**config.mk**
```make
export PLATFORM = sky130hd
export DESIGN_NAME = ste_trap_entry
export DESIGN_NICKNAME = d
export VERILOG_FILES = /design/src/ste_pkg.sv /design/src/ste_trap_entry.sv
export SDC_FILE = /design/constraint.sdc
export NUM_CORES = 1
export LEC_CHECK = 0
export BUFFER_PORTS_ARGS = -buffer_cell sky130_fd_sc_hd__clkbuf_2
export CAP_MARGIN = 20
export CORE_ASPECT_RATIO = 1.5
export CORE_MARGIN = 3
export CORE_UTILIZATION = 30
export DETAILED_ROUTE_END_ITERATION = 6
export GPL_TIMING_DRIVEN = 1
export PLACE_DENSITY_LB_ADDON = 0.05
export SYNTH_ARGS = -nofsm -noshare
export SYNTH_HDL_FRONTEND = slang
export SYNTH_SLANG_ARGS = --single-unit
```
**constraint.sdc**
```tcl
create_clock -name clk_i -period 5.07 [get_ports clk_i]
set_clock_uncertainty 0.05 [all_clocks]
set_input_delay 0.507 -clock clk_i [delete_from_list [all_inputs] [get_ports clk_i]]
set_output_delay 0.507 -clock clk_i [all_outputs]
set_load 0.005 [all_outputs]
```
**src/ste_pkg.sv**
```systemverilog
// Constants and carrier types of the supervisor trap entry unit
`default_nettype none
package ste_pkg;
	// ---------------------------------------------------------------
	// Register map (byte addresses, 32-bit words)
	// ---------------------------------------------------------------
	localparam logic [5:0] OFS_CAUSE_LO = 6'h00;
	localparam logic [5:0] OFS_CAUSE_HI = 6'h04;
	localparam logic [5:0] OFS_VEC_LO   = 6'h08;
	localparam logic [5:0] OFS_VEC_HI   = 6'h0c;
	localparam logic [5:0] OFS_LEN_LO   = 6'h10;
	localparam logic [5:0] OFS_LEN_HI   = 6'h14;
	localparam logic [5:0] OFS_GEN      = 6'h18;
	localparam logic [5:0] OFS_STATUS   = 6'h1c;
	// ---------------------------------------------------------------
	// Field layout
	// ---------------------------------------------------------------
	localparam int          CAUSE_IRQ_BIT = 63;
	localparam int          NUM_LOCAL     = 48;
	localparam int          NUM_GLOBAL    = 6;
	localparam logic [1:0]  MODE_DIRECT   = 2'h0;
	localparam logic [1:0]  MODE_VECTORED = 2'h1;
	localparam logic [63:0] CAUSE_RST     = 64'h0;
	localparam logic [63:0] VEC_RST       = 64'h0;
	localparam logic [47:0] LEN_RST       = 48'h0;
	localparam logic [5:0]  GEN_RST       = 6'h0;
	// ---------------------------------------------------------------
	// Interrupt cause codes
	// ---------------------------------------------------------------
	localparam logic [62:0] CODE_S_SW     = 63'h1;
	localparam logic [62:0] CODE_S_TIM    = 63'h5;
	localparam logic [62:0] CODE_S_EXT    = 63'h9;
	localparam logic [62:0] CODE_M_SW     = 63'h3;
	localparam logic [62:0] CODE_M_TIM    = 63'h7;
	localparam logic [62:0] CODE_M_EXT    = 63'hb;
	localparam logic [62:0] CODE_LOCAL0   = 63'h10;
	// Exception codes accepted from the pipeline
	localparam logic [4:0]  EXC_FETCH_MIS = 5'h0;
	localparam logic [4:0]  EXC_FETCH_ACC = 5'h1;
	localparam logic [4:0]  EXC_ILLEGAL   = 5'h2;
	localparam logic [4:0]  EXC_BREAK     = 5'h3;
	localparam logic [4:0]  EXC_LOAD_ACC  = 5'h5;
	localparam logic [4:0]  EXC_STORE_MIS = 5'h6;
	localparam logic [4:0]  EXC_STORE_ACC = 5'h7;
	localparam logic [4:0]  EXC_ECALL_U   = 5'h8;
	localparam logic [4:0]  EXC_FETCH_PF  = 5'hc;
	localparam logic [4:0]  EXC_LOAD_PF   = 5'hd;
	localparam logic [4:0]  EXC_STORE_PF  = 5'hf;
	// ---------------------------------------------------------------
	// Timing
	// ---------------------------------------------------------------
	localparam logic [2:0]  ENTRY_CYC     = 3'h4;
	localparam int          CTRL_USER_CYC = 3;
	// ---------------------------------------------------------------
	// Carriers
	// ---------------------------------------------------------------
	typedef struct packed {
		logic        cyc;
		logic        stb;
		logic        we;
		logic [5:0]  adr;
		logic [3:0]  sel;
		logic [31:0] dat;
	} ste_wb_req_t;
	typedef struct packed {
		logic m_ext;
		logic m_sw;
		logic m_tim;
		logic s_ext;
		logic s_sw;
		logic s_tim;
	} ste_glb_t;
	typedef enum logic [1:0] {
		ST_IDLE,
		ST_ENTRY,
		ST_HANDLER
	} ste_state_t;
endpackage
`default_nettype wire

```
**src/ste_trap_entry.sv**
```systemverilog
// Supervisor trap entry: cause capture, vector address, arbitration, latency
// Function
// - On every trap, load the cause register with the responsible event code.
// - Interrupt trap sets cause bit 63, low bits hold the pending-bit number.
// - Synchronous exception clears bit 63, code goes in bits 62 to 0.
// - Supervisor interrupt codes: software 1, timer 5, external 9.
// - Exception codes 0-3, 5-8, 12, 13, 15 as assigned; others reserved.
// - Mode 0: every trap goes to the vector base address.
// - Mode 1: interrupts go to base plus four times the cause code.
// - Vector register keeps base bits 63 to 2; bits 1 to 0 read the mode, 0 or 1.
// - Supervisor global interrupts report code 9, vector offset 0x24.
// - An enabled local interrupt beats a global one in the same cycle.
// - Among locals the highest identifier wins, 47 highest.
// - Local 47 has the largest code, the last vector slot.
// - Order: locals 47..0, M global, M sw, M timer, S global, S sw, S timer.
// - Four core cycles from interrupt to first handler fetch.
// - Global interrupts add three controller user-clock cycles of latency.
// - A divide in flight is kept; a dependent handler stalls until done.
// - The global input is fed by a 186-source, 7-level controller.
// - Pending bit 9 shows the supervisor external interrupt.
`default_nettype none
module ste_trap_entry
	import ste_pkg::*;
#(
	parameter int USER_RATIO = 1                       // Core clocks per user clock
) (
	input  wire logic              clk_i,              // Core clock
	input  wire logic              rst_i,              // Sync reset, high
	input  wire logic              ce_i,               // Clock enable
	input  wire ste_wb_req_t       wb_i,               // Wishbone request
	output logic [31:0]            wb_dat_o,           // Wishbone read data
	output logic                   wb_ack_o,           // Wishbone ack
	input  wire logic [47:0]       local_irq_i,        // Local interrupt lines
	input  wire ste_glb_t          glb_irq_i,          // Global/core interrupt lines
	input  wire logic              exc_valid_i,        // Synchronous exception
	input  wire logic [4:0]        exc_code_i,         // Exception code
	input  wire logic              trap_ret_i,         // Handler returned
	input  wire logic              div_busy_i,         // Divide in execute
	input  wire logic [4:0]        div_rd_i,           // Divide destination
	input  wire logic              hdl_rs_valid_i,     // Handler reads a register
	input  wire logic [4:0]        hdl_rs_i,           // Register read by handler
	output logic                   trap_taken_o,       // Trap accepted pulse
	output logic                   trap_irq_o,         // Taken trap was interrupt
	output logic [63:0]            handler_pc_o,       // Handler address
	output logic                   fetch_req_o,        // First handler fetch pulse
	output logic                   stall_o             // Divide dependency stall
);
	// ---------------------------------------------------------------
	// Helpers
	// ---------------------------------------------------------------
	localparam logic [15:0] GLB_DLY = 16'(CTRL_USER_CYC * USER_RATIO);

	function automatic logic [31:0] merge(input logic [31:0] old_v,
		input logic [31:0] new_v, input logic [3:0] sel);
		logic [31:0] r;
		r = old_v;
		for (int b = 0; b < 4; b++) begin
			if (sel[b]) begin
				r[b*8 +: 8] = new_v[b*8 +: 8];
			end
		end
		return r;
	endfunction

	function automatic logic [62:0] local_code(input logic [47:0] v);
		logic [62:0] c;
		c = CODE_LOCAL0;
		for (int i = 0; i < NUM_LOCAL; i++) begin
			if (v[i]) begin
				c = CODE_LOCAL0 + 63'(i);
			end
		end
		return c;
	endfunction

	function automatic logic legal_exc(input logic [4:0] c);
		unique case (c)
			EXC_FETCH_MIS, EXC_FETCH_ACC, EXC_ILLEGAL, EXC_BREAK, EXC_LOAD_ACC,
			EXC_STORE_MIS, EXC_STORE_ACC, EXC_ECALL_U, EXC_FETCH_PF, EXC_LOAD_PF,
			EXC_STORE_PF: return 1'b1;
			default: return 1'b0;
		endcase
	endfunction

	// ---------------------------------------------------------------
	// Pin synchronisers
	// ---------------------------------------------------------------
	logic [47:0] loc_s1_r;
	logic [47:0] loc_s2_r;
	ste_glb_t    glb_s1_r;
	ste_glb_t    glb_s2_r;

	always_ff @(posedge clk_i) begin
		if (rst_i) begin
			loc_s1_r <= '0;
			loc_s2_r <= '0;
			glb_s1_r <= '0;
			glb_s2_r <= '0;
		end else if (ce_i) begin
			loc_s1_r <= local_irq_i;
			loc_s2_r <= loc_s1_r;
			glb_s1_r <= glb_irq_i;
			glb_s2_r <= glb_s1_r;
		end
	end

	// ---------------------------------------------------------------
	// Registers
	// ---------------------------------------------------------------
	logic [63:0] cause_r;
	logic [63:2] vec_base_r;
	logic [1:0]  vec_mode_r;
	logic [47:0] len_r;
	logic [5:0]  gen_r;
	ste_state_t  state_r;
	logic [2:0]  cnt_r;
	logic [15:0] glb_cnt_r;

	logic        wb_hit;
	logic        wb_wr;
	logic [63:0] vec_full;
	logic [31:0] vec_lo_nxt;

	assign wb_hit     = wb_i.cyc & wb_i.stb & ~wb_ack_o;
	assign wb_wr      = wb_hit & wb_i.we;
	assign vec_full   = {vec_base_r, vec_mode_r};
	assign vec_lo_nxt = merge(vec_full[31:0], wb_i.dat, wb_i.sel);

	// ---------------------------------------------------------------
	// Arbitration
	// ---------------------------------------------------------------
	logic [47:0] loc_act;
	ste_glb_t    glb_act;
	logic        glb_ready;
	logic        irq_any;
	logic [62:0] irq_code;
	logic        exc_ok;
	logic        take;

	assign loc_act   = loc_s2_r & len_r;
	assign glb_act   = glb_s2_r & gen_r;
	assign glb_ready = (glb_cnt_r >= GLB_DLY);
	assign exc_ok    = exc_valid_i & legal_exc(exc_code_i);
	assign irq_any   = (|loc_act) | (glb_ready & (|glb_act));
	assign take      = (state_r == ST_IDLE) & (exc_ok | irq_any);

	always_comb begin
		irq_code = CODE_S_TIM;
		if (|loc_act) begin
			irq_code = local_code(loc_act);
		end else if (glb_act.m_ext) begin
			irq_code = CODE_M_EXT;
		end else if (glb_act.m_sw) begin
			irq_code = CODE_M_SW;
		end else if (glb_act.m_tim) begin
			irq_code = CODE_M_TIM;
		end else if (glb_act.s_ext) begin
			irq_code = CODE_S_EXT;
		end else if (glb_act.s_sw) begin
			irq_code = CODE_S_SW;
		end else begin
			irq_code = CODE_S_TIM;
		end
	end

	// Global lines must stand for the controller's user-clock delay
	always_ff @(posedge clk_i) begin
		if (rst_i) begin
			glb_cnt_r <= '0;
		end else if (ce_i) begin
			if (~|glb_act) begin
				glb_cnt_r <= '0;
			end else if (~glb_ready) begin
				glb_cnt_r <= glb_cnt_r + 16'h1;
			end
		end
	end

	// ---------------------------------------------------------------
	// Cause register
	// ---------------------------------------------------------------
	always_ff @(posedge clk_i) begin
		if (rst_i) begin
			cause_r <= CAUSE_RST;
		end else if (ce_i) begin
			if (take & irq_any) begin
				cause_r <= {1'b1, irq_code};
			end else if (take) begin
				cause_r <= {1'b0, 58'h0, exc_code_i};
			end else if (wb_wr && wb_i.adr == OFS_CAUSE_LO) begin
				cause_r[31:0] <= merge(cause_r[31:0], wb_i.dat, wb_i.sel);
			end else if (wb_wr && wb_i.adr == OFS_CAUSE_HI) begin
				cause_r[63:32] <= merge(cause_r[63:32], wb_i.dat, wb_i.sel);
			end
		end
	end

	// ---------------------------------------------------------------
	// Vector and enable registers
	// ---------------------------------------------------------------
	always_ff @(posedge clk_i) begin
		if (rst_i) begin
			vec_base_r <= VEC_RST[63:2];
			vec_mode_r <= VEC_RST[1:0];
		end else if (ce_i) begin
			if (wb_wr && wb_i.adr == OFS_VEC_LO) begin
				vec_base_r[31:2] <= vec_lo_nxt[31:2];
				if (vec_lo_nxt[1:0] == MODE_VECTORED) begin
					vec_mode_r <= MODE_VECTORED;
				end else begin
					vec_mode_r <= MODE_DIRECT;
				end
			end else if (wb_wr && wb_i.adr == OFS_VEC_HI) begin
				vec_base_r[63:32] <= merge(vec_full[63:32], wb_i.dat, wb_i.sel);
			end
		end
	end

	always_ff @(posedge clk_i) begin
		if (rst_i) begin
			len_r <= LEN_RST;
			gen_r <= GEN_RST;
		end else if (ce_i) begin
			if (wb_wr && wb_i.adr == OFS_LEN_LO) begin
				len_r[31:0] <= merge(len_r[31:0], wb_i.dat, wb_i.sel);
			end else if (wb_wr && wb_i.adr == OFS_LEN_HI) begin
				len_r[47:32] <= 16'(merge({16'h0, len_r[47:32]}, wb_i.dat, wb_i.sel));
			end else if (wb_wr && wb_i.adr == OFS_GEN) begin
				gen_r <= 6'(merge({26'h0, gen_r}, wb_i.dat, wb_i.sel));
			end
		end
	end

	// ---------------------------------------------------------------
	// Entry sequencer
	// ---------------------------------------------------------------
	always_ff @(posedge clk_i) begin
		if (rst_i) begin
			state_r <= ST_IDLE;
			cnt_r   <= '0;
		end else if (ce_i) begin
			unique case (state_r)
				ST_IDLE: begin
					if (take) begin
						state_r <= ST_ENTRY;
						cnt_r   <= ENTRY_CYC - 3'h1;
					end
				end
				ST_ENTRY: begin
					if (cnt_r == 3'h0) begin
						state_r <= ST_HANDLER;
					end else begin
						cnt_r <= cnt_r - 3'h1;
					end
				end
				ST_HANDLER: begin
					if (trap_ret_i) begin
						state_r <= ST_IDLE;
					end
				end
			endcase
		end
	end

	// ---------------------------------------------------------------
	// Trap outputs
	// ---------------------------------------------------------------
	always_ff @(posedge clk_i) begin
		if (rst_i) begin
			trap_taken_o <= 1'b0;
			trap_irq_o   <= 1'b0;
			handler_pc_o <= '0;
			fetch_req_o  <= 1'b0;
		end else if (ce_i) begin
			trap_taken_o <= take;
			fetch_req_o  <= (state_r == ST_ENTRY) && (cnt_r == 3'h0);
			if (take) begin
				trap_irq_o <= irq_any;
				if (irq_any && vec_mode_r == MODE_VECTORED) begin
					handler_pc_o <= {vec_base_r, 2'h0} + {irq_code[61:0], 2'h0};
				end else begin
					handler_pc_o <= {vec_base_r, 2'h0};
				end
			end
		end
	end

	// Divide keeps running; only a dependent handler read waits
	always_ff @(posedge clk_i) begin
		if (rst_i) begin
			stall_o <= 1'b0;
		end else if (ce_i) begin
			stall_o <= (state_r == ST_HANDLER) & div_busy_i & hdl_rs_valid_i &
				(hdl_rs_i == div_rd_i);
		end
	end

	// ---------------------------------------------------------------
	// Wishbone read and ack
	// ---------------------------------------------------------------
	logic [31:0] status_w;

	always_comb begin
		status_w     = '0;
		status_w[1]  = glb_s2_r.s_sw;
		status_w[3]  = glb_s2_r.m_sw;
		status_w[5]  = glb_s2_r.s_tim;
		status_w[7]  = glb_s2_r.m_tim;
		status_w[9]  = glb_s2_r.s_ext;
		status_w[11] = glb_s2_r.m_ext;
		status_w[16] = (state_r == ST_ENTRY);
		status_w[17] = (state_r == ST_HANDLER);
		status_w[18] = |loc_s2_r;
	end

	always_ff @(posedge clk_i) begin
		if (rst_i) begin
			wb_ack_o <= 1'b0;
			wb_dat_o <= '0;
		end else if (ce_i) begin
			wb_ack_o <= wb_hit;
			if (wb_hit) begin
				unique case (wb_i.adr)
					OFS_CAUSE_LO: wb_dat_o <= cause_r[31:0];
					OFS_CAUSE_HI: wb_dat_o <= cause_r[63:32];
					OFS_VEC_LO:   wb_dat_o <= vec_full[31:0];
					OFS_VEC_HI:   wb_dat_o <= vec_full[63:32];
					OFS_LEN_LO:   wb_dat_o <= len_r[31:0];
					OFS_LEN_HI:   wb_dat_o <= {16'h0, len_r[47:32]};
					OFS_GEN:      wb_dat_o <= {26'h0, gen_r};
					OFS_STATUS:   wb_dat_o <= status_w;
					default:      wb_dat_o <= '0;
				endcase
			end
		end
	end
endmodule
`default_nettype wire

```
Word level (Yosys, flattened, before mapping)
Memory sizes are Yosys's and may differ from the RTL's.
Cells that the tools add are included.
- add/subtract/negate cells: 3
- magnitude comparators: 1
- eq/ne operators: 18
- muxes and demuxes: 76
- bitwise operators: 18
- reductions and logical operators: 51
- operator list (operator ; number):
    two-way mux 63 bit ; 47
    one-hot mux 32 bit (8 select lines) ; 1
    two-way mux 64 bit ; 3
    two-way mux 32 bit ; 3
    OR reduction 48 bit ; 2
    adder 64 bit ; 1
    bitwise AND 48 bit ; 1
    AND reduction 4 bit ; 12
    AND reduction 3 bit ; 12
    two-way mux 16 bit ; 2
    two-way mux 8 bit ; 4
    equality test 6 x 5 -> 1 bit, second input constant ; 4
    nonzero test 3 bit ; 6
    adder 16 x 1 -> 16 bit, second input constant ; 1
    greater-or-equal comparator 16 x 2 -> 1 bit, second input constant ; 1
    two-way mux 4 bit ; 4
    equality test 6 x 4 -> 1 bit, second input constant ; 2
    bitwise AND 1 bit ; 10
    logical AND 1 bit ; 9
    two-way mux 3 bit ; 3
    two-way mux 2 bit ; 4
    inequality test 2 bit, second input constant ; 4
    AND reduction 2 bit ; 4
    bitwise AND 6 bit ; 1
    other kinds (18) ; 26
- register bits: 412
- bits in read-only memories: 16
- bits of input ports: 121
- output and inout port bits: 101
- word-level logic and storage cells: 216
- memories kept: 1
- memory list (memory ; depth ; width ; read ports ; clocked after memory_dff ; wr ports ; line ; source):
    (name not given) ; 16 ; 1 ; 1 ; 0 ; 0 ; ste_trap_entry.sv:77 ; unique case (c)

Depth between registers and ports, before layout
Gate-level depths: netlist (run 1).
- depth in word-level cells: 51
- mapped depth: 18
- mapped depth without buffers: 17

Worst setup path after synthesis (run 1)
No wires, ideal clock.
- path kind: flip-flop to flip-flop
- start: register loc_s2_r[38]
- end: register handler_pc_o[48]
- arrival: 4175 ps
- required time: 4934 ps
- setup slack: 759 ps
- cell stages (with the launch flop): 19
- buffers on the path: 1
- period minus slack after synthesis: 4311 ps
- path through: dfxtp_1 -> a22o_1 -> or4_4 -> nor4_4 -> inv_2 -> nor2_1 -> a221o_1 -> o21bai_1 -> ha_1 -> inv_1 -> fa_1 -> nor2b_1 -> o31a_1 -> o21ai_0 -> a21oi_1 -> clkbuf_1 -> nand4_1 -> xor2_1 -> a211oi_1
- word-level cells in the longest chain between the ends: 14
- elaborated cells between the ends (all ways): 20
- ends and longest elaborated chain (item ; line ; source):
    start, declared ; ste_trap_entry.sv:89 ; logic [47:0] loc_s2_r;
    start signal, assigned ; ste_trap_entry.sv:101 ; loc_s2_r <= loc_s1_r;
    bitwise AND 48 bit (*) ; ste_trap_entry.sv:140 ; assign loc_act = loc_s2_r & len_r;
    two-way mux 63 bit (10 in a row) ; ste_trap_entry.sv:69 ; if (v[i]) begin
    two-way mux 63 bit ; ste_trap_entry.sv:149 ; if (|loc_act) begin
    adder 64 bit ; ste_trap_entry.sv:280 ; handler_pc_o <= {vec_base_r, 2'h0} + {irq_code[61:0], 2'h0};
    two-way mux 64 bit ; ste_trap_entry.sv:279 ; if (irq_any && vec_mode_r == MODE_VECTORED) begin
    end signal, assigned ; ste_trap_entry.sv:280 ;
    end signal, assigned ; ste_trap_entry.sv:282 ; handler_pc_o <= {vec_base_r, 2'h0};
    end, declared ; ste_trap_entry.sv:44 ; output logic [63:0] handler_pc_o,
Mark *: on every way between the ends. The rest lies on a longest branch, timed or not.
A chain may end at the register's enable or synchronous reset.

Final worst setup path (run 1)
- start: register len_r[26]
- end: register handler_pc_o[60]
- word-level cells in the longest chain between the ends: 26
- elaborated cells between the ends (all ways): 32
- ends and longest elaborated chain (item ; line ; source):
    start, declared ; ste_trap_entry.sv:113 ; logic [47:0] len_r;
    start signal, assigned ; ste_trap_entry.sv:225 ; len_r[31:0] <= merge(len_r[31:0], wb_i.dat, wb_i.sel);
    bitwise AND 48 bit (*) ; ste_trap_entry.sv:140 ;
    two-way mux 63 bit (22 in a row) ; ste_trap_entry.sv:69 ;
    two-way mux 63 bit ; ste_trap_entry.sv:149 ;
    adder 64 bit ; ste_trap_entry.sv:280 ;
    two-way mux 64 bit ; ste_trap_entry.sv:279 ;
Marks and branches as above.

==> out/qor.txt, run 1 <==
Final Hold Fails: 0
worst r2r src: len_r[26]
NetSw: 1.86 mW
CP arrival: 5200 ps
DR DRC count: 0
Net Sw Frac: 0.248
H-tree depth: 2
Async SR Flop Fraction: 0
CTS Sinks: 409
Die H: 312 µm
Initial Util: 0.304
worst r2r dst: handler_pc_o[60]
share of the synthesized area in the top cell type: 0.437
Worst R2R Path Depth: 17
CP Data Required Time: 5500 ps
PwrDens: 336 mW/mm²
largest net degree at the start of global routing: 154
CTS tree: yes
Synth cell types: 73
fin. max-slew vios: 0
CP startpoint: len_r[26]
CTS root buf: clkbuf_16
FMAX: 210 MHz
Worst slew margin: 0.226
Comb pwr share: 0.078
Worst path max stage delay: 630 ps
count of buffers from port buffering: 219
clock share of power: 0.469
Post-synth EDFFs: 0
Hold Path Class: input pin to flop
delay-heaviest family, CP: simple AND/OR/NAND/NOR gates
Max-Cap Viols: 0
crit share post-route: 0.941
top cells by area, synth: dfxtp_1, mux2i_1, nor2_1
most frequent cells in the layout: dfxtp_1, nor2_1, nand2_1
sequential element share of the synthesized area: 0.437
status: completed
unrepaired setup endpoints after global routing: false
setup violators final: 0
Final Net Count: 2531
core area: 0.0615 mm²
cells after synthesis: 2219
worst path bufs/invs: 2
Avg WL per Cell: 23.7 µm
Int Pwr: 5.64 mW
Remaining Overflow, GRT: 0
Die X: 210 µm
Final Hold Slack: 100 ps
CP Class: flop to flop
Iter 0 DRT Violations: 1366
number of vias per cell: 5.38
DRT antenna net count: 0
Post-CTS Hold Buffers: 0
#FFs+latches synth: 409
synthesized area: 0.0187 mm²
Syn Area/Cell: 8.44 µm²
DIE AREA: 0.0655 mm²
worst-margin pin slew: 1150 ps
Pleak: 8.24 nW
Final HPWL DP: 57900 µm
DR pass1 iterations: 5
Worst Hold Path Cells: 3
total negative slack: 0 ps
drt total wl: 76500 µm
P&R area growth vs syn: 19.1%
vias in the first global route: 16700
Top FF cell, synth: dfxtp_1
Rows: 111
commonest non-fill, non-tap cell in the layout: dfxtp_1
crit end category: flop
clock buffer depth: 3
startpoint class of the critical path: flop
number of top-level pins: 222
CP Cell Sequence: a22o_1 > or4_1 > nor4_4 > inv_2 > nor2_2 > a221o_1 > o21bai_1 > ha_1 > inv_1 > fa_1 > nor2b_1 > o31a_1 > o21ai_1 > a21oi_2 > nand3_1 > or3_1 > a311oi_1
critical-path maximum fanout: 7
first-pass GRT wire length: 113000 µm
share of layout cells above drive strength 1: 0.153
yosys warns: 0
fin crit period: 4770 ps
clock latency on the worst-skew pair: 590 ps
hold path endpoint: loc_s1_r[37]
R2R Setup Slk: 300 ps
Sequential Power Share: 0.452
Clock transition at path regs: 60 ps
initial antenna violation count: 2
total CTS buffers: 46
GP Congestion: 0.912
Yosys top cell by area: dfxtp_1
hold_sp: local_irq_i[37]
Crit-path slowest cell: or4_1
Max VDD drop: 0.241 mV
all-layer global routing usage: 0.226
Vias: 17300
[synthesized netlist by cell type (8+ instances only)]
library cell	number
a211oi_1	69
a21oi_1	172
a221oi_1	12
a222oi_1	23
a22o_1	12
a22oi_1	43
a311oi_1	9
a31oi_1	13
and2_1	47
and3_1	11
and4_1	10
buf_1	16
buf_2	8
clkbuf_1	113
dfxtp_1	409
ha_1	12
inv_1	31
mux2i_1	194
nand2_1	277
nand3_1	77
nand4_1	45
nor2_1	334
nor3_1	29
nor4_1	34
o21ai_0	33
xnor2_1	29
xor2_1	27
[layer usage]
layer	vias to the layer above	global-route usage	routed length (µm)
li1	8348	-	-
met1	8275	0.291	32300
met2	588	0.388	37000
met3	132	0.0306	4310
met4	2	0.0811	2910
met5	-	0	9
[kinds of logic after synthesis]
kind of cell | synth area share
fa+ha+maj | 0.00908
simple gates | 0.217
flops | 0.437
compound gates | 0.169
mux | 0.104
buf+inv | 0.0368
other cells | 0.000200
xor+xnor | 0.0262
[how the worst max path moves through the flow]
stage / endpoint / slack, ps / cells past startpoint
after global routing: handler_pc_o[55] / 50 / 14
after detailed placement: handler_pc_o[52] / 250 / 17
after floorplan: handler_pc_o[48] / 760 / 18
after CTS: handler_pc_o[30] / 200 / 18
after global placement: handler_pc_o[30] / 320 / 18
final: handler_pc_o[60] / 300 / 17
[tightest hold or removal path, delay by kind of cell]
family / cells / cell delay, ps
and+or+nand+nor: 1 / 70
muxes: 1 / 50
buffers and inverters: 1 / 80
[state kept, by name (all words and copies together), names as in the netlist, 2 cells and up]
signal        count
cause_r          64
cnt_r             3
gen_r             6
glb_cnt_r        16
glb_s1_r          6
glb_s2_r          6
handler_pc_o     62
len_r            48
loc_s1_r         48
loc_s2_r         48
state_r           2
vec_base_r       62
wb_dat_o         32
[through the flow]
stage / total power [mW] / cell area [µm²] / worst slack [ps] / instances / utilization
floorplan: 3.78 / 18700 / 759 / 2220 / -
global placement: 4.05 / 20700 / 322 / 3139 / 0.337
detailed placement: 4.06 / 20700 / 246 / 3140 / 0.337
CTS: 7.61 / 22300 / 197 / 3225 / 0.363
global route: 7.78 / 22300 / 45.6 / 3225 / 0.363
finish: 7.50 / 22300 / 299 / 3226 / 0.363
[final cells by class]
cell class,instances,area [µm²]
multi-input combinational,1635,9900
timing repair buffer,271,1530
sequential,409,8190
inverter,34,128
fill,6452,39200
clock inverter,10,128
clock buffer,75,1450
tap,791,990
antenna,1,2.50
[power groups by stage]
| stage | Sequential (mW) | Combinational (mW) | Clock, mW |
|---|---|---|---|
| after detailed placement | 3.47 | 0.591 | 0 |
| after global routing | 3.40 | 0.640 | 3.73 |
| after floorplan | 3.43 | 0.346 | 0 |
| final | 3.39 | 0.587 | 3.52 |
| after global placement | 3.46 | 0.585 | 0 |
| after CTS | 3.39 | 0.592 | 3.62 |
[what timing repair did]
action                                  CTS  global route
buffers inserted                          0             0
endpoints found under the setup margin    0            11
gates resized for setup                   0             3
(Power assumes the default switching activity.)
==> run 2, diff against run 1 <==
--- a/config.mk
+++ b/config.mk
@@ -12,7 +12,6 @@
 export CORE_UTILIZATION = 30
 export DETAILED_ROUTE_END_ITERATION = 6
 export GPL_TIMING_DRIVEN = 1
-export PLACE_DENSITY_LB_ADDON = 0.05
 export SYNTH_ARGS = -nofsm -noshare
 export SYNTH_HDL_FRONTEND = slang
 export SYNTH_SLANG_ARGS = --single-unit
==> out/qor.txt, run 2 (synthesis results as in run 1) <==
status: complete, but fails checks (was completed)
failing checks: DRC
dpl cells: 3131 (was 3140)
Hold Path Class: input pin to flop (unchanged)
P&R area growth vs syn: 18.4% (was 19.1%)
DRT antenna net count: 0 (unchanged)
Post-DP Area: 0.0206 mm² (was 0.0207 mm²)
Net Sw Frac: 0.252 (was 0.248)
fin crit period: 4730 ps (was 4770 ps)
DR DRC count: 10 (was 0)
Max-Cap Viols: 0 (unchanged)
commonest non-fill, non-tap cell in the layout: dfxtp_1 (unchanged)
most frequent cells in the layout: dfxtp_1, nor2_1, nand2_1 (unchanged)
worst r2r src: loc_s2_r[38] (was len_r[26])
setup violators final: 0 (unchanged)
first-pass GRT wire length: 108000 µm (was 113000 µm)
Rows: 111 (unchanged)
hold_sp: local_irq_i[9] (was local_irq_i[37])
unrepaired setup endpoints after global routing: false (unchanged)
CP Class: flop to flop (unchanged)
startpoint class of the critical path: flop (unchanged)
clock buffer depth: 3 (unchanged)
DIE AREA: 0.0655 mm² (unchanged)
Largest Register: cause_r (unchanged)
critical-path maximum fanout: 5 (was 7)
all-layer global routing usage: 0.213 (was 0.226)
Worst slew margin: 0.245 (was 0.226)
total negative slack: 0 ps (unchanged)
CP arrival: 5180 ps (was 5200 ps)
Vias: 17700 (was 17300)
CTS root buf: clkbuf_16 (unchanged)
Final HPWL DP: 54800 µm (was 57900 µm)
Pleak: 8.17 nW (was 8.24 nW)
Final Net Count: 2523 (was 2531)
Pwr Total: 7.35 mW (was 7.50 mW)
Worst Hold Path Cells: 3 (unchanged)
PwrDens: 331 mW/mm² (was 336 mW/mm²)
Int Pwr: 5.49 mW (was 5.64 mW)
drt total wl: 72900 µm (was 76500 µm)
clock latency on the worst-skew pair: 590 ps (about the same)
share of layout cells above drive strength 1: 0.152 (was 0.153)
vias in the first global route: 16900 (was 16700)
Remaining Overflow, GRT: 0 (unchanged)
NetSw: 1.85 mW (was 1.86 mW)
finished layout cell area: 0.0222 mm² (was 0.0223 mm²)
Die H: 312 µm (unchanged)
Max VDD drop: 0.202 mV (was 0.241 mV)
crit end category: flop (unchanged)
Die X: 210 µm (unchanged)
Iter 0 DRT Violations: 1727 (was 1366)
Final Hold Fails: 0 (unchanged)
Worst R2R Path Depth: 17 (unchanged)
Comb pwr share: 0.080 (was 0.078)
total CTS buffers: 44 (was 46)
number of vias per cell: 5.50 (was 5.38)
clock share of power: 0.458 (was 0.469)
CP Data Required Time: 5520 ps (was 5500 ps)
max FFs per register: 64 (unchanged)
initial antenna violation count: 3 (was 2)
Sequential Power Share: 0.462 (was 0.452)
crit share post-route: 0.933 (was 0.941)
Avg WL per Cell: 22.7 µm (was 23.7 µm)
fin. max-slew vios: 0 (unchanged)
Finished Layout Cells: 3214 (was 3226)
GP Congestion: 0.973 (was 0.912)
Clock transition at path regs: 60 ps (about the same)
CTS Sinks: 409 (unchanged)
DR pass1 iterations: 7 (was 5)
worst r2r dst: handler_pc_o[52] (was handler_pc_o[60])
largest net degree at the start of global routing: 199 (was 154)
FMAX: 211 MHz (was 210 MHz)
ant diodes: 0 (was 1)
Initial Util: 0.304 (unchanged)
worst-margin pin slew: 1120 ps (was 1150 ps)
Top Registers: cause_r: 64 flops, handler_pc_o: 62 flops, vec_base_r: 62 flops (unchanged)
count of buffers from port buffering: 219 (unchanged)
R2R Setup Slk: 340 ps (was 300 ps)
hold path endpoint: loc_s1_r[9] (was loc_s1_r[37])
H-tree depth: 2 (unchanged)
CTS tree: yes (unchanged)
core area: 0.0615 mm² (unchanged)
number of top-level pins: 222 (unchanged)
## run 2: changes by cell type in the layout (fill, tap and decap cells not counted), moves of 2 or more
cell       delta
clkbuf_8      -8
clkbuf_16     -4
clkinv_2      +8
clkinv_4      +2
buf_4         -8
inv_6         +4
bufinv_16     +2
clkbuf_1      -9
## run 2: worst max-delay path by stage
stage,start,to,slack [ps],depth (start not counted)
3_3_place_gp,len_r[29],handler_pc_o[60],130,17
5_1_grt,len_r[38],handler_pc_o[52],10,17
4_1_cts,len_r[38],handler_pc_o[52],130,17
6_report,loc_s2_r[38],handler_pc_o[52],340,17
3_5_place_dp,len_r[29],handler_pc_o[60],120,17
2_1_floorplan,loc_s2_r[38],handler_pc_o[48],760,18
## run 2: through the flow
step / setup WS, ps / hold WS (ps) / utilization
6_report: 340 / 112 / 0.360
5_1_grt: 10.1 / 100 / 0.360
3_3_place_gp: 133 / 398 / 0.335
4_1_cts: 132 / 81.3 / 0.360
3_5_place_dp: 124 / 402 / 0.335
2_1_floorplan: 759 / 387 / -
## run 2: layout make-up
cell class,instances,area [µm²]
flip-flops and latches,409,8190
clock buffers,54,1210
fillers,6374,39400
multi-input cells,1635,9890
repair buffers,265,1490
well taps,791,990
clock inverters,26,280
inverters,34,128
## run 2: worst max-delay path: stages (launching register included)
cell	delay (ps)
dfxtp_1	350
a22o_1	310
or4_4	590
nor4_4	350
inv_2	80
nor2_2	200
a221o_1	170
o21bai_1	170
ha_1	240
inv_1	60
fa_1	380
nor2b_1	190
o31a_1	160
o21ai_0	170
a21oi_2	330
nand3_1	210
or3_1	360
a311oi_1	260
## run 2: layer usage
metal | GRT usage | wire, µm | up-vias
met4 | 0.0989 | 3610 | 0
met5 | 0 | 0 | -
li1 | - | - | 8304
met2 | 0.356 | 34200 | 809
met1 | 0.270 | 30100 | 8374
met3 | 0.0348 | 4950 | 176
## run 2: what timing repair did
item,CTS,global route
endpoints found under the setup margin,0,14
hold buffers,0,0
resized for setup,0,3
setup buffers,0,1
## run 2: power by group through the flow
stage	logic (mW)	registers (mW)	clock network, mW
4_1_cts	0.588	3.39	3.45
6_report	0.591	3.39	3.36
3_5_place_dp	0.586	3.46	0
5_1_grt	0.642	3.40	3.55
2_1_floorplan	0.346	3.43	0
3_3_place_gp	0.577	3.46	0
==> run 3, diff against run 2 <==
--- a/config.mk
+++ b/config.mk
@@ -10,6 +10,7 @@
 export CORE_ASPECT_RATIO = 1.5
 export CORE_MARGIN = 3
 export CORE_UTILIZATION = 30
+export CTS_BUF_LIST = sky130_fd_sc_hd__clkbuf_4 sky130_fd_sc_hd__clkbuf_8 sky130_fd_sc_hd__clkbuf_16
 export DETAILED_ROUTE_END_ITERATION = 6
 export GPL_TIMING_DRIVEN = 1
 export SYNTH_ARGS = -nofsm -noshare
==> out/qor.txt, run 3 (synthesis results as in run 1) <==
status: completed (was complete, but fails checks)
number of vias per cell: 5.49 (was 5.50)
H-tree depth: 2 (unchanged)
delay-heaviest family, CP: compound AO/OA/AOI/OAI gates (was simple AND/OR/NAND/NOR gates)
Finished Layout Cells: 3214 (unchanged)
Remaining Overflow, GRT: 0 (unchanged)
DR pass1 iterations: 6 (was 7)
all-layer global routing usage: 0.213 (about the same)
PwrDens: 332 mW/mm² (was 331 mW/mm²)
unrepaired setup endpoints after global routing: false (unchanged)
Rows: 111 (unchanged)
Iter 0 DRT Violations: 1673 (was 1727)
Initial Util: 0.304 (unchanged)
setup violators final: 0 (unchanged)
share of layout cells above drive strength 1: 0.154 (was 0.152)
CTS root buf: clkbuf_16 (unchanged)
initial antenna violation count: 3 (unchanged)
Clock transition at path regs: 70 ps (was 60 ps)
crit end category: flop (unchanged)
vias in the first global route: 16900 (about the same)
Worst slew margin: 0.233 (was 0.245)
fin. max-slew vios: 0 (unchanged)
ant diodes: 0 (unchanged)
Largest Register: cause_r (unchanged)
worst-margin pin slew: 1150 ps (was 1120 ps)
total CTS buffers: 44 (unchanged)
Pwr Total: 7.37 mW (was 7.35 mW)
largest net degree at the start of global routing: 199 (unchanged)
clock latency on the worst-skew pair: 600 ps (was 590 ps)
Die H: 312 µm (unchanged)
FMAX: 211 MHz (about the same)
crit share post-route: 0.935 (was 0.933)
Die X: 210 µm (unchanged)
max FFs per register: 64 (unchanged)
dpl cells: 3131 (unchanged)
most frequent cells in the layout: dfxtp_1, nor2_1, nand2_1 (unchanged)
Hold Path Class: input pin to flop (unchanged)
Avg WL per Cell: 22.6 µm (was 22.7 µm)
worst path bufs/invs: 2 (unchanged)
CP Data Required Time: 5500 ps (was 5520 ps)
CP arrival: 5170 ps (was 5180 ps)
Top Registers: cause_r: 64 flops, handler_pc_o: 62 flops, vec_base_r: 62 flops (unchanged)
Fillers: 6368 (was 6374)
fin crit period: 4740 ps (was 4730 ps)
Vias: 17600 (was 17700)
Max VDD drop: 0.201 mV (was 0.202 mV)
total negative slack: 0 ps (unchanged)
Pleak: 8.19 nW (was 8.17 nW)
Final HPWL DP: 54800 µm (unchanged)
Final Hold Fails: 0 (unchanged)
CP Class: flop to flop (unchanged)
Final Hold Slack: 112 ps (about the same)
count of buffers from port buffering: 219 (unchanged)
Crit-path slowest cell: or4_4 (unchanged)
CTS Sinks: 409 (unchanged)
first-pass GRT wire length: 108000 µm (about the same)
drt total wl: 72600 µm (was 72900 µm)
Max-Cap Viols: 0 (unchanged)
CTS tree: yes (unchanged)
CP Cell Sequence: a22o_1 > or4_4 > nor4_4 > inv_2 > nor2_2 > a221o_1 > o21bai_1 > ha_1 > inv_1 > fa_1 > nor2b_1 > o31a_1 > o21ai_0 > a21oi_1 > nand3_1 > xor2_1 > a211oi_1 (was a22o_1 > or4_4 > nor4_4 > inv_2 > nor2_2 > a221o_1 > o21bai_1 > ha_1 > inv_1 > fa_1 > nor2b_1 > o31a_1 > o21ai_0 > a21oi_2 > nand3_1 > or3_1 > a311oi_1)
DR DRC count: 0 (was 10)
critical-path maximum fanout: 5 (unchanged)
GP Congestion: 0.973 (unchanged)
DIE AREA: 0.0655 mm² (unchanged)
clock buffer depth: 3 (unchanged)
Final Net Count: 2523 (unchanged)
DRT antenna net count: 0 (unchanged)
core area: 0.0615 mm² (unchanged)
Worst path max stage delay: 590 ps (about the same)
P&R area growth vs syn: 18.4% (about the same)
startpoint class of the critical path: flop (unchanged)
number of top-level pins: 222 (unchanged)
commonest non-fill, non-tap cell in the layout: dfxtp_1 (unchanged)
run 3: cell counts in the layout (fill, tap and decap cells not counted):
No cell type changed its count.
run 3: timing repair:
action,4_1_cts,5_1_grt
setup buffers,0,1
endpoints found under the setup margin,0,14
gates resized for setup,0,3
hold buffers,0,0
run 3: power breakdown:
group          switching [mW]  internal [mW]
clock network            1.40           1.98
registers              0.0769           3.31
logic                   0.372          0.219
total                    1.85           5.52
run 3: metal layers:
metal | vias to the layer above | part of all wire | track usage
li1 | 8309 | - | -
met3 | 170 | 0.073 | 0.0347
met5 | - | 0 | 0
met1 | 8372 | 0.41 | 0.269
met2 | 793 | 0.47 | 0.355
met4 | 0 | 0.050 | 0.101
run 3: worst paths after layout:
kind / to / from / cells after the start / slack (ps)
worst min register to register: handler_pc_o[3] / handler_pc_o[3] / 2 / 410
worst min-delay path: loc_s1_r[3] / local_irq_i[3] / 3 / 110
worst max-delay path: handler_pc_o[46] / loc_s2_r[38] / 17 / 330
worst max register to register: handler_pc_o[46] / loc_s2_r[38] / 17 / 330
run 3: final cells by class:
class / instances / area, µm² / area share
repair buffers: 265 / 1490 / 0.0671
inverters: 34 / 128 / 0.00575
clock inverters: 26 / 280 / 0.0126
multi-input cells: 1635 / 9890 / 0.446
well taps: 791 / 990 / 0.0446
clock buffers: 54 / 1220 / 0.0552
flip-flops and latches: 409 / 8190 / 0.369
run 3: worst reg2reg max path: cells and delay by family (launching register included):
family,cells,cell delay (ps)
adder cells (fa/ha/maj),2,630
AO/OA/AOI/OAI,7,1760
AND/OR/NAND/NOR,5,1520
XOR/XNOR,1,180
flip-flops,1,350
buffers and inverters,2,140
run 3: metrics by stage:
stage,worst slack [ps],area [µm²],utilization
after floorplan,759,18700,-
after global placement,133,20600,0.335
after detailed placement,124,20600,0.335
after CTS,131,22100,0.360
after global routing,9.88,22200,0.361
final,331,22200,0.361
